==> config.mk <==
export PLATFORM = sky130hd
export DESIGN_NAME = host_port_general_config
export DESIGN_NICKNAME = d
export VERILOG_FILES = /design/src/host_port_pkg.sv /design/src/host_bus_decode.sv /design/src/swap_request.sv /design/src/host_port_general_config.sv
export SDC_FILE = /design/constraint.sdc
export NUM_CORES = 1
export LEC_CHECK = 0
export BUFFER_PORTS_ARGS = -buffer_cell sky130_fd_sc_hd__buf_2
export CAP_MARGIN = 20
export CORE_MARGIN = 2
export CORE_UTILIZATION = 44
export CTS_BUF_LIST = sky130_fd_sc_hd__clkbuf_16
export DETAILED_ROUTE_END_ITERATION = 7
export GPL_ROUTABILITY_DRIVEN = 0
export PLACE_DENSITY = 0.66
export SYNTH_ARGS = -nofsm -noshare
export SYNTH_HDL_FRONTEND = slang
export SYNTH_SLANG_ARGS = --single-unit
==> constraint.sdc <==
create_clock -name clk_sys -period 4.7 [get_ports clk_sys]
set_input_delay 0.47 -clock clk_sys [delete_from_list [all_inputs] [get_ports clk_sys]]
set_output_delay 0.47 -clock clk_sys [all_outputs]
set_load 0.02 [all_outputs]
==> src/host_port_pkg.sv <==
// constants, register map and types for the host port and general config
package host_port_pkg;

    // bus styles selected by the mode pins
    typedef enum logic [1:0] {
        MODE_SEP_I = 2'b00,
        MODE_MUX_I = 2'b01,
        MODE_SEP_M = 2'b10
    } bus_mode_type;

    // register addresses (16-bit address within the current page)
    localparam logic [15:0] ADDR_PAGE_SELECT = 16'hFFFF;
    localparam logic [7:0]  GEN_PAGE         = 8'h00;
    localparam logic [15:0] ADDR_IRQ_LOW     = 16'h0000;
    localparam logic [15:0] ADDR_IRQ_HIGH    = 16'h0001;
    localparam logic [15:0] ADDR_GEN_CTRL    = 16'h0002;
    localparam logic [15:0] ADDR_GEN_STATUS  = 16'h0003;
    localparam logic [15:0] ADDR_GEN_DELTA   = 16'h0004;
    localparam logic [15:0] ADDR_GEN_MASK    = 16'h0005;
    localparam logic [15:0] ADDR_PLL_DIV     = 16'h0006;
    localparam logic [15:0] ADDR_PLL_BW      = 16'h0007;

    // control register fields
    localparam int CTRL_SOFT_RESET = 0;
    localparam int CTRL_SWAP_REQ   = 1;
    localparam int CTRL_LOCKOUT    = 2;
    localparam int CTRL_HOLD       = 3;

    // status / delta / mask fields
    localparam int EV_LOCK_LOST = 0;
    localparam int EV_REF_LOST  = 1;
    localparam int EV_SWAP_REQ  = 2;
    localparam int EV_SWAP_BUSY = 3;
    localparam int ST_SWAP_BUSY = 2;

    // summary bits
    localparam int SUM_GEN      = 0;
    localparam int SUM_USED     = 10;

    // reset values
    localparam logic [7:0] PAGE_RESET = 8'h00;
    localparam logic [2:0] DIV_RESET  = 3'h0;
    localparam logic [9:0] BW_RESET   = 10'h200;
    localparam logic [3:0] MASK_RESET = 4'h0;

    // timing
    localparam int CLK_PERIOD_PS   = 8000;
    localparam int FRAME_PERIOD_NS = 125000;
    localparam int FRAME_CYCLES    = FRAME_PERIOD_NS * 1000 / CLK_PERIOD_PS;
    localparam int PULSE_CYCLES    = 4;
    localparam int BLACKOUT_CYCLES = 8;
    localparam int FRAME_CNT_W     = 14;

endpackage

==> src/host_bus_decode.sv <==
// strobe decoder for the three host bus styles
`timescale 1ns/10ps
module host_bus_decode (
    // clock and reset
    input  wire logic        clk_sys,
    input  wire logic        rst,
    // host pins
    input  wire logic [1:0]  cpu_mode,
    input  wire logic        csn,
    input  wire logic        rd_wrn,
    input  wire logic        write_data_strobe,
    input  wire logic        addr_strobe_latch,
    input  wire logic [15:0] a,
    input  wire logic [15:0] d_in,
    // decoded access
    output logic             wr_pulse,
    output logic             rd_pulse,
    output logic             rd_active,
    output logic [15:0]      addr,
    output logic [15:0]      wdata
);

    typedef struct packed {
        logic        rd_q;
        logic        ds_q;
        logic        as_q;
        logic        wr;
        logic        rd;
        logic        act;
        logic [15:0] addr;
        logic [15:0] wdata;
    } dec_state_type;

    dec_state_type st_reg;
    dec_state_type st_next;

    always_comb begin
        st_next = st_reg;
        st_next.rd_q = rd_wrn;
        st_next.ds_q = write_data_strobe;
        st_next.as_q = addr_strobe_latch;
        st_next.wr = 1'b0;
        st_next.rd = 1'b0;
        st_next.act = 1'b0;
        unique case (cpu_mode)
            host_port_pkg::MODE_SEP_I: begin
                // write on rising data strobe
                if (!csn && rd_wrn && addr_strobe_latch && write_data_strobe
                    && !st_reg.ds_q) begin
                    st_next.wr = 1'b1;
                    st_next.addr = a;
                    st_next.wdata = d_in;
                end
                if (!csn && !rd_wrn && st_reg.rd_q && write_data_strobe
                    && addr_strobe_latch) begin
                    st_next.rd = 1'b1;
                    st_next.addr = a;
                end
                st_next.act = !csn && !rd_wrn;
            end
            host_port_pkg::MODE_MUX_I: begin
                if (!csn && !addr_strobe_latch && st_reg.as_q) begin
                    st_next.addr = d_in;
                end
                if (!csn && rd_wrn && !addr_strobe_latch && write_data_strobe
                    && !st_reg.ds_q) begin
                    st_next.wr = 1'b1;
                    st_next.wdata = d_in;
                end
                if (!csn && !rd_wrn && st_reg.rd_q && write_data_strobe
                    && !addr_strobe_latch) begin
                    st_next.rd = 1'b1;
                end
                st_next.act = !csn && !rd_wrn;
            end
            host_port_pkg::MODE_SEP_M: begin
                if (!csn && addr_strobe_latch && !st_reg.as_q) begin
                    st_next.addr = a;
                end
                if (!csn && addr_strobe_latch && write_data_strobe
                    && !st_reg.ds_q) begin
                    st_next.wr = !rd_wrn;
                    st_next.rd = rd_wrn;
                    st_next.wdata = d_in;
                end
                st_next.act = st_next.rd || (st_reg.act && !csn && rd_wrn);
            end
            default: begin
                st_next.act = 1'b0;
            end
        endcase
    end

    always_ff @(posedge clk_sys or posedge rst) begin
        if (rst) begin
            st_reg <= '{rd_q: 1'b1, ds_q: 1'b1, as_q: 1'b1, wr: 1'b0,
                        rd: 1'b0, act: 1'b0, addr: 16'h0000,
                        wdata: 16'h0000};
        end else begin
            st_reg <= st_next;
        end
    end

    assign wr_pulse  = st_reg.wr;
    assign rd_pulse  = st_reg.rd;
    assign rd_active = st_reg.act;
    assign addr      = st_reg.addr;
    assign wdata     = st_reg.wdata;

endmodule

==> src/swap_request.sv <==
// configuration swap request timing toward the switch core
`timescale 1ns/10ps
module swap_request #(
    parameter int FRAME_CYCLES = host_port_pkg::FRAME_CYCLES
) (
    // clock and reset
    input  wire logic clk_sys,
    input  wire logic rst,
    // request sources and controls
    input  wire logic swap_pin,
    input  wire logic swap_cmd,
    input  wire logic swap_lockout,
    input  wire logic transparent_mode,
    input  wire logic frame_boundary,
    // results
    output logic      swap_pulse,
    output logic      swap_busy,
    output logic      req_event,
    output logic      busy_fall_event
);

    localparam logic [host_port_pkg::FRAME_CNT_W-1:0] BLACK_START =
        host_port_pkg::FRAME_CNT_W'(FRAME_CYCLES
                                    - host_port_pkg::BLACKOUT_CYCLES);
    localparam logic [host_port_pkg::FRAME_CNT_W-1:0] FRAME_LAST =
        host_port_pkg::FRAME_CNT_W'(FRAME_CYCLES - 1);
    localparam logic [2:0] PULSE_LAST =
        3'(host_port_pkg::PULSE_CYCLES);

    typedef struct packed {
        logic                                  pin_q;
        logic                                  pending;
        logic                                  pulsing;
        logic [2:0]                            pcnt;
        logic                                  pulse;
        logic                                  busy;
        logic                                  req_ev;
        logic                                  fall_ev;
        logic [host_port_pkg::FRAME_CNT_W-1:0] fcnt;
    } swap_state_type;

    swap_state_type st_reg;
    swap_state_type st_next;

    logic request;
    logic blackout;

    always_comb begin
        request  = (swap_pin && !st_reg.pin_q) || swap_cmd;
        blackout = st_reg.fcnt >= BLACK_START;
        st_next = st_reg;
        st_next.pin_q = swap_pin;
        st_next.req_ev = request;
        st_next.fall_ev = 1'b0;
        st_next.pulse = 1'b0;
        if (frame_boundary) begin
            st_next.fcnt = '0;
        end else if (st_reg.fcnt != FRAME_LAST) begin
            st_next.fcnt = st_reg.fcnt + 1'b1;
        end
        if (request) begin
            st_next.pending = 1'b1;
        end
        if (st_reg.pulsing) begin
            st_next.pulse = 1'b1;
            st_next.pcnt = st_reg.pcnt + 1'b1;
            if (st_reg.pcnt == PULSE_LAST) begin
                st_next.pulsing = 1'b0;
                st_next.pulse = 1'b0;
            end
        end else if ((st_reg.pending || request) && !blackout) begin
            st_next.pending = 1'b0;
            if (!swap_lockout) begin
                st_next.pulsing = 1'b1;
                st_next.pulse = 1'b1;
                st_next.pcnt = 3'h1;
                st_next.busy = 1'b1;
            end
        end
        // busy ends at the boundary, or at pulse end in transparent mode
        if (st_reg.busy && !st_next.pulsing
            && (frame_boundary || transparent_mode)) begin
            st_next.busy = 1'b0;
            st_next.fall_ev = 1'b1;
        end
    end

    always_ff @(posedge clk_sys or posedge rst) begin
        if (rst) begin
            st_reg <= '0;
        end else begin
            st_reg <= st_next;
        end
    end

    assign swap_pulse      = st_reg.pulse;
    assign swap_busy       = st_reg.busy;
    assign req_event       = st_reg.req_ev;
    assign busy_fall_event = st_reg.fall_ev;

endmodule

==> src/host_port_general_config.sv <==
// host processor port with device-wide configuration registers
//
// Summary of operation
// - port logic needs no device or PLL clock
// - write to 0xFFFF loads the page register
// - two summary registers, interrupt pin low if any
// - delta set on status change, masked into interrupt
// - summary bit map: config, receivers, transmitters, parity
// - reset pin and soft reset bit reset device
// - lock lost and reference lost with delta, mask
// - three-bit divide and ten-bit bandwidth fields
// - pin or bit request, four-cycle core pulse
// - any request sets swap request delta
// - lockout blocks pulses, deltas still work
// - blackout before boundary delays request pulse
// - busy until boundary, falling edge sets delta
// - hold copies writes; transparent swaps immediately
// - mode pins pick one of three bus styles
// - separate style write on rising write strobe
// - separate style read after falling read strobe
// - multiplexed style latches address on latch fall
// - multiplexed write on strobe rise, read on fall
// - third style latches address on strobe rise
// - third style data strobe rise writes or reads
`timescale 1ns/10ps
module host_port_general_config #(
    parameter int FRAME_CYCLES = host_port_pkg::FRAME_CYCLES
) (
    // clock and reset
    input  wire logic        clk_sys,
    input  wire logic        rst,
    // host bus pins
    input  wire logic [1:0]  cpu_mode,
    input  wire logic        csn,
    input  wire logic        rd_wrn,
    input  wire logic        write_data_strobe,
    input  wire logic        addr_strobe_latch,
    input  wire logic [15:0] a,
    input  wire logic [15:0] d_in,
    output logic      [15:0] d_out,
    output logic             d_oe_n,
    output logic             irq_n,
    // full internal address toward block registers
    output logic      [23:0] int_addr,
    // clock multiplier status and control
    input  wire logic        pll_lock_lost,
    input  wire logic        pll_ref_lost,
    output logic      [2:0]  pll_divide_sel,
    output logic      [9:0]  pll_loop_bandwidth,
    // other blocks' interrupt subgroups, summary bits 1 to 9
    input  wire logic [8:0]  block_irq,
    // soft reset toward the device
    output logic             soft_reset_out,
    // switch core configuration swap
    input  wire logic        swap_pin,
    input  wire logic        frame_boundary,
    input  wire logic        transparent_mode,
    output logic             swap_pulse,
    output logic             swap_passthrough_hold
);

    typedef struct packed {
        logic [7:0]  page;
        logic        soft_rst;
        logic        swap_cmd;
        logic        lockout;
        logic        hold;
        logic        lol_q;
        logic        lor_q;
        logic [3:0]  delta;
        logic [3:0]  mask;
        logic [2:0]  div;
        logic [9:0]  bw;
        logic [15:0] rdata;
        logic        oe_n;
        logic        irq_n;
        logic [23:0] full_addr;
    } cfg_state_type;

    cfg_state_type st_reg;
    cfg_state_type st_next;

    logic        wr_pulse;
    logic        rd_pulse;
    logic        rd_active;
    logic [15:0] addr16;
    logic [15:0] wdata;
    logic        swap_busy;
    logic        req_event;
    logic        busy_fall_event;
    logic [3:0]  irq_enable;
    logic        gen_irq;
    logic [15:0] summary_low;

    // bus style decode, sampled on clk_sys only
    host_bus_decode u_dec (
        .clk_sys           (clk_sys),
        .rst               (rst),
        .cpu_mode          (cpu_mode),
        .csn               (csn),
        .rd_wrn            (rd_wrn),
        .write_data_strobe (write_data_strobe),
        .addr_strobe_latch (addr_strobe_latch),
        .a                 (a),
        .d_in              (d_in),
        .wr_pulse          (wr_pulse),
        .rd_pulse          (rd_pulse),
        .rd_active         (rd_active),
        .addr              (addr16),
        .wdata             (wdata)
    );

    swap_request #(
        .FRAME_CYCLES (FRAME_CYCLES)
    ) u_swap (
        .clk_sys          (clk_sys),
        .rst              (rst),
        .swap_pin         (swap_pin),
        .swap_cmd         (st_reg.swap_cmd),
        .swap_lockout     (st_reg.lockout),
        .transparent_mode (transparent_mode),
        .frame_boundary   (frame_boundary),
        .swap_pulse       (swap_pulse),
        .swap_busy        (swap_busy),
        .req_event        (req_event),
        .busy_fall_event  (busy_fall_event)
    );

    // true when the access hits a general register on the config page
    function automatic logic gen_hit(input logic [7:0]  page,
                                     input logic [15:0] adr,
                                     input logic [15:0] target);
        gen_hit = (page == host_port_pkg::GEN_PAGE) && (adr == target);
    endfunction

    always_comb begin
        // lock and busy masks block when set; request mask enables
        irq_enable = ~st_reg.mask;
        irq_enable[host_port_pkg::EV_SWAP_REQ] =
            st_reg.mask[host_port_pkg::EV_SWAP_REQ];
        gen_irq = |(st_reg.delta & irq_enable);
        summary_low = 16'h0000;
        summary_low[host_port_pkg::SUM_GEN] = gen_irq;
        summary_low[host_port_pkg::SUM_USED-1:1] = block_irq;
    end

    always_comb begin
        st_next = st_reg;
        st_next.swap_cmd = 1'b0;
        st_next.lol_q = pll_lock_lost;
        st_next.lor_q = pll_ref_lost;
        st_next.full_addr = {st_reg.page, addr16};

        // register writes, always whole words
        if (wr_pulse) begin
            if (addr16 == host_port_pkg::ADDR_PAGE_SELECT) begin
                st_next.page = wdata[7:0];
            end else if (gen_hit(st_reg.page, addr16,
                                 host_port_pkg::ADDR_GEN_CTRL)) begin
                st_next.soft_rst =
                    wdata[host_port_pkg::CTRL_SOFT_RESET];
                st_next.swap_cmd =
                    wdata[host_port_pkg::CTRL_SWAP_REQ];
                st_next.lockout = wdata[host_port_pkg::CTRL_LOCKOUT];
                st_next.hold = wdata[host_port_pkg::CTRL_HOLD];
            end else if (gen_hit(st_reg.page, addr16,
                                 host_port_pkg::ADDR_GEN_DELTA)) begin
                st_next.delta = st_reg.delta & ~wdata[3:0];
            end else if (gen_hit(st_reg.page, addr16,
                                 host_port_pkg::ADDR_GEN_MASK)) begin
                st_next.mask = wdata[3:0];
            end else if (gen_hit(st_reg.page, addr16,
                                 host_port_pkg::ADDR_PLL_DIV)) begin
                st_next.div = wdata[2:0];
            end else if (gen_hit(st_reg.page, addr16,
                                 host_port_pkg::ADDR_PLL_BW)) begin
                st_next.bw = wdata[9:0];
            end
        end

        // events set deltas after any clear, so a set wins
        if (pll_lock_lost != st_reg.lol_q) begin
            st_next.delta[host_port_pkg::EV_LOCK_LOST] = 1'b1;
        end
        if (pll_ref_lost != st_reg.lor_q) begin
            st_next.delta[host_port_pkg::EV_REF_LOST] = 1'b1;
        end
        if (req_event) begin
            st_next.delta[host_port_pkg::EV_SWAP_REQ] = 1'b1;
        end
        if (busy_fall_event) begin
            st_next.delta[host_port_pkg::EV_SWAP_BUSY] = 1'b1;
        end

        // read data captured once per access
        if (rd_pulse) begin
            st_next.rdata = 16'h0000;
            if (addr16 == host_port_pkg::ADDR_PAGE_SELECT) begin
                st_next.rdata = {8'h00, st_reg.page};
            end else if (gen_hit(st_reg.page, addr16,
                                 host_port_pkg::ADDR_IRQ_LOW)) begin
                st_next.rdata = summary_low;
            end else if (gen_hit(st_reg.page, addr16,
                                 host_port_pkg::ADDR_GEN_CTRL)) begin
                st_next.rdata = {12'h000, st_reg.hold, st_reg.lockout,
                                 1'b0, st_reg.soft_rst};
            end else if (gen_hit(st_reg.page, addr16,
                                 host_port_pkg::ADDR_GEN_STATUS)) begin
                st_next.rdata = {13'h0000, swap_busy, st_reg.lor_q,
                                 st_reg.lol_q};
            end else if (gen_hit(st_reg.page, addr16,
                                 host_port_pkg::ADDR_GEN_DELTA)) begin
                st_next.rdata = {12'h000, st_reg.delta};
            end else if (gen_hit(st_reg.page, addr16,
                                 host_port_pkg::ADDR_GEN_MASK)) begin
                st_next.rdata = {12'h000, st_reg.mask};
            end else if (gen_hit(st_reg.page, addr16,
                                 host_port_pkg::ADDR_PLL_DIV)) begin
                st_next.rdata = {13'h0000, st_reg.div};
            end else if (gen_hit(st_reg.page, addr16,
                                 host_port_pkg::ADDR_PLL_BW)) begin
                st_next.rdata = {6'h00, st_reg.bw};
            end
        end

        // drive the bus only during a read with chip select low
        st_next.oe_n = !((rd_active || rd_pulse) && !csn);
        st_next.irq_n = !(|summary_low);
    end

    // port state depends only on clk_sys and rst
    always_ff @(posedge clk_sys or posedge rst) begin
        if (rst) begin
            st_reg <= '{page: host_port_pkg::PAGE_RESET, soft_rst: 1'b0,
                        swap_cmd: 1'b0, lockout: 1'b0, hold: 1'b0,
                        lol_q: 1'b0, lor_q: 1'b0, delta: 4'h0,
                        mask: host_port_pkg::MASK_RESET,
                        div: host_port_pkg::DIV_RESET,
                        bw: host_port_pkg::BW_RESET, rdata: 16'h0000,
                        oe_n: 1'b1, irq_n: 1'b1, full_addr: 24'h000000};
        end else begin
            st_reg <= st_next;
        end
    end

    assign d_out                 = st_reg.rdata;
    assign d_oe_n                = st_reg.oe_n;
    assign irq_n                 = st_reg.irq_n;
    assign int_addr              = st_reg.full_addr;
    assign pll_divide_sel        = st_reg.div;
    assign pll_loop_bandwidth    = st_reg.bw;
    assign soft_reset_out        = st_reg.soft_rst;
    assign swap_passthrough_hold = st_reg.hold;

endmodule

==> summary.md <==
| Metric | Value |
|---|---|
| Clock Sinks | 126 |
| Later-pin clock latency in the skew report | 0.41 ns |
| Fin crit share | 0.4984 |
| Max_slew headroom | 0.3389 |
| XOR/XNOR share of the synthesized area | 0.02059 |
| CTS max path bufs | 2 |
| Final Hold Fails | 0 |
| Num rows | 42 |
| Commonest non-fill, non-tap cell in the layout | dfrtp_1 |
| Pins over their slew limit | 0 |
| RSZ-0062 raised after global routing | false |
| Placed Cells | 738 |
| Minimum clock period | 2.343 ns |
| Worst-path cell chain | and3_1, nand4_1, nor4_1, nand2_1, mux2_2 |
| Setup violations, final | 0 |
| GRT overflow | 0 |
| DRT Pass-1 Iters | 5 |
| Area growth syn-to-layout | 14.52% |
| Max incr delay on CP | 0.85 ns |
| Dpl hpwl | 9625 um |
| Routed length per placed instance | 17.35 um |
| Vias/cell | 5.223 |
| Compound-gate portion of the synthesized area | 0.09286 |
| Final WL | approximately 13,000 um |
| Clk root buf | clkbuf_16 |
| Total power divided by cell area | about 450 mW/mm^2 |
| Area leader, netlist | dfrtp_1 |
| Post-route insts no fill | approximately 770 |
| Least-Margin Pin Slew | ~1 ns |
| Number of global-route vias before repair | 4,069 |
| Sum Neg Setup Slack | 0 ns |
| Layout cell share with drive strength beyond 1 | 0.3328 |
| Initial Util | 0.4497 |
| Family with the most delay on the worst path | simple AND/OR/NAND/NOR gates |
| Final core occ | 0.5150 |
| Status | completed |
| Iteration-0 DRC Markers | 337 |
| Post-route ant nets | 0 |
| Ys Warns | 0 |
| Count of different cell masters after synthesis | 65 |
| R2R cell count | 5 |
| First-pass GRT wire length | 21,890 um |
| Simple-Gate Fraction of Synth Area | 0.1311 |
| Post-synth EDFFs | 0 |
| WP data arrival | 2.63 ns |
| CTS tree | built |
| Boundary pin count | 112 |
| WP data required | roughly 5.0 ns |
| Final WS setup | around 2.4 ns |
| WP buf/inv | 0 |
| CP Capture Type | flop |
| Max cap viols | 0 |
| Post-synthesis adder-cell area fraction | 0.01261 |
| Commonest cells after routing, fill and taps aside | dfrtp_1, buf_2, mux2_2, nor2_1, inv_1 |
| Ranking of synthesized cells by area | dfrtp_1, mux2_2, buf_4, mux2i_1, dfstp_2 |
| Flops & latches, synth | 126 |
| Post-Syn Area | around 0.006 mm^2 |
| Die H | 120.3 um |
| Sequential share of the synthesized area | 0.5307 |
| Worst-path clk slew | ~0.05 ns |
| Clock Skew | 0.009005 ns |
| Vias | 4,037 |
| Core ar. | 0.01324 mm^2 |
| Die area | 0.01448 mm^2 |
| Htree depth | 4 |
| Die width | 120.3 um |
| Initial antenna violation count | 2 |
| Startpoint types | flop |
| Critical Path Slowest Stage Cell | dfrtp_1 |
| Worst Setup SP | u_dec.addr[1]$_DFFE_PP0P_ |
| Post-place setup slack | 2.210 ns |
| Maximum fanout along the worst path | 22 |
| Max reg flops | 24 |
| Setup bufs post-CTS | 0 |
| P_leak | 0.003272 uW |
| Drt drc | 0 |
| Worst r2r src | u_dec.addr[1]$_DFFE_PP0P_ |
| FFs w/ async S/R, synth | 1.000 |
| Largest family of logic cells by synthesized area | simple AND/OR/NAND/NOR gates |
| HP Class | in -> async |
| TritonCTS Buffers | 17 |
| Top_reg_cell synth | dfrtp_1 |
| Crit path kind | reg -> reg |
| Syn Area/Cell | 11.52 um^2 |
| Nets | 642 |
| Largest net degree at the start of global routing | 56 |
| Cells after synthesis | 517 |
| Port-buffer cells | between 100 and 150 |
| Worst vdd ir | 253.6 uV |
| Mux contribution to synthesized area | 0.1166 |
| Top cell type's share of synthesized area | 0.5042 |
| Levels on crit path | 5 |
| FMAX | between 0.4 and 0.5 GHz |
| PostCTS Resize Cnt | 0 |
| # hold bufs at CTS | 0 |
| Total track usage | 0.1971 |
[path summary, 6_finish.rpt]
| kind | to | slack [ns] |
|---|---|---|
| max | st_next[18]$_DFFE_PP0P_ | 2.36 |
| min | int_addr[13]$_DFF_PP0_ | 0.02 |
| max reg2reg | st_next[18]$_DFFE_PP0P_ | 2.36 |
| min reg2reg | d_oe_n$_DFF_PP1_ | 0.43 |
| max in group asynchronous | st_reg[59]$_DFFE_PP0P_ | 3.72 |
| min in group clk_sys | st_reg[64]$_DFF_PP0_ | 0.20 |
[metal layers]
metal / wire (um) / track usage
met1: 5877 / 0.2591
met2: 6585 / 0.3168
met3: 781 / 0.05330
met4: 169 / 0.06759
met5: 0 / 0
[logic make-up (layout without fill, tap and decap cells)]
group,Yosys count,count (layout)
compound gates,85,85
other cells,1,8
fa+ha+maj,6,6
buf+inv,94,167
flops,126,126
xor+xnor,14,14
simple gates,128,128
mux,63,63
[layout make-up]
type / count / area [um^2]
fillers: 1203 / 6422
clock inverters: 15 / 91.34
diodes: 2 / 5.005
inverters: 26 / 100.1
flip-flops and latches: 126 / 3161
well taps: 176 / 220.2
repair buffers: 109 / 563.0
multi-input cells: 302 / 2255
clock buffers: 17 / 425.4
[worst register-to-register path: cells and delay by family (launching register included)]
family	cells	cell delay (ns)
AND/OR/NAND/NOR	4	1.02
flip-flops	1	0.85
multiplexers	1	0.35
[per-stage QoR]
step           hold WS (ns)  instance area, um^2  power (uW)
2_1_floorplan        0.3548                 5974        1844
3_3_place_gp         0.4144                 6284        1936
3_5_place_dp         0.4262                 6284        1953
4_1_cts             0.01947                 6800        3102
5_1_grt             0.02629                 6820        3247
6_report            0.01852                 6820        3079
[report_power, final]
| group | switching (uW) | total, uW | internal (uW) |
|---|---|---|---|
| Sequential | 174 | 1420 | 1240 |
| Clock | 440 | 1140 | 703 |
| Combinational | 294 | 521 | 228 |
| Total | 907 | 3080 | 2170 |
[cell usage after synthesis (all sizes together), types with 4 or more instances]
| cell | number |
|---|---|
| ha | 6 |
| and3 | 6 |
| nor3 | 8 |
| mux2 | 41 |
| a22o | 6 |
| buf | 62 |
| nor2 | 33 |
| nand2 | 16 |
| o22ai | 4 |
| clkbuf | 6 |
| nand4 | 9 |
| o21ai | 19 |
| nand3 | 9 |
| mux2i | 21 |
| dfstp | 6 |
| nor2b | 13 |
| xor2 | 7 |
| inv | 26 |
| a22oi | 6 |
| nor4 | 13 |
| dfrtp | 120 |
| a21oi | 29 |
| xnor2 | 7 |
Note: power is estimated with default switching activity, not from simulation.
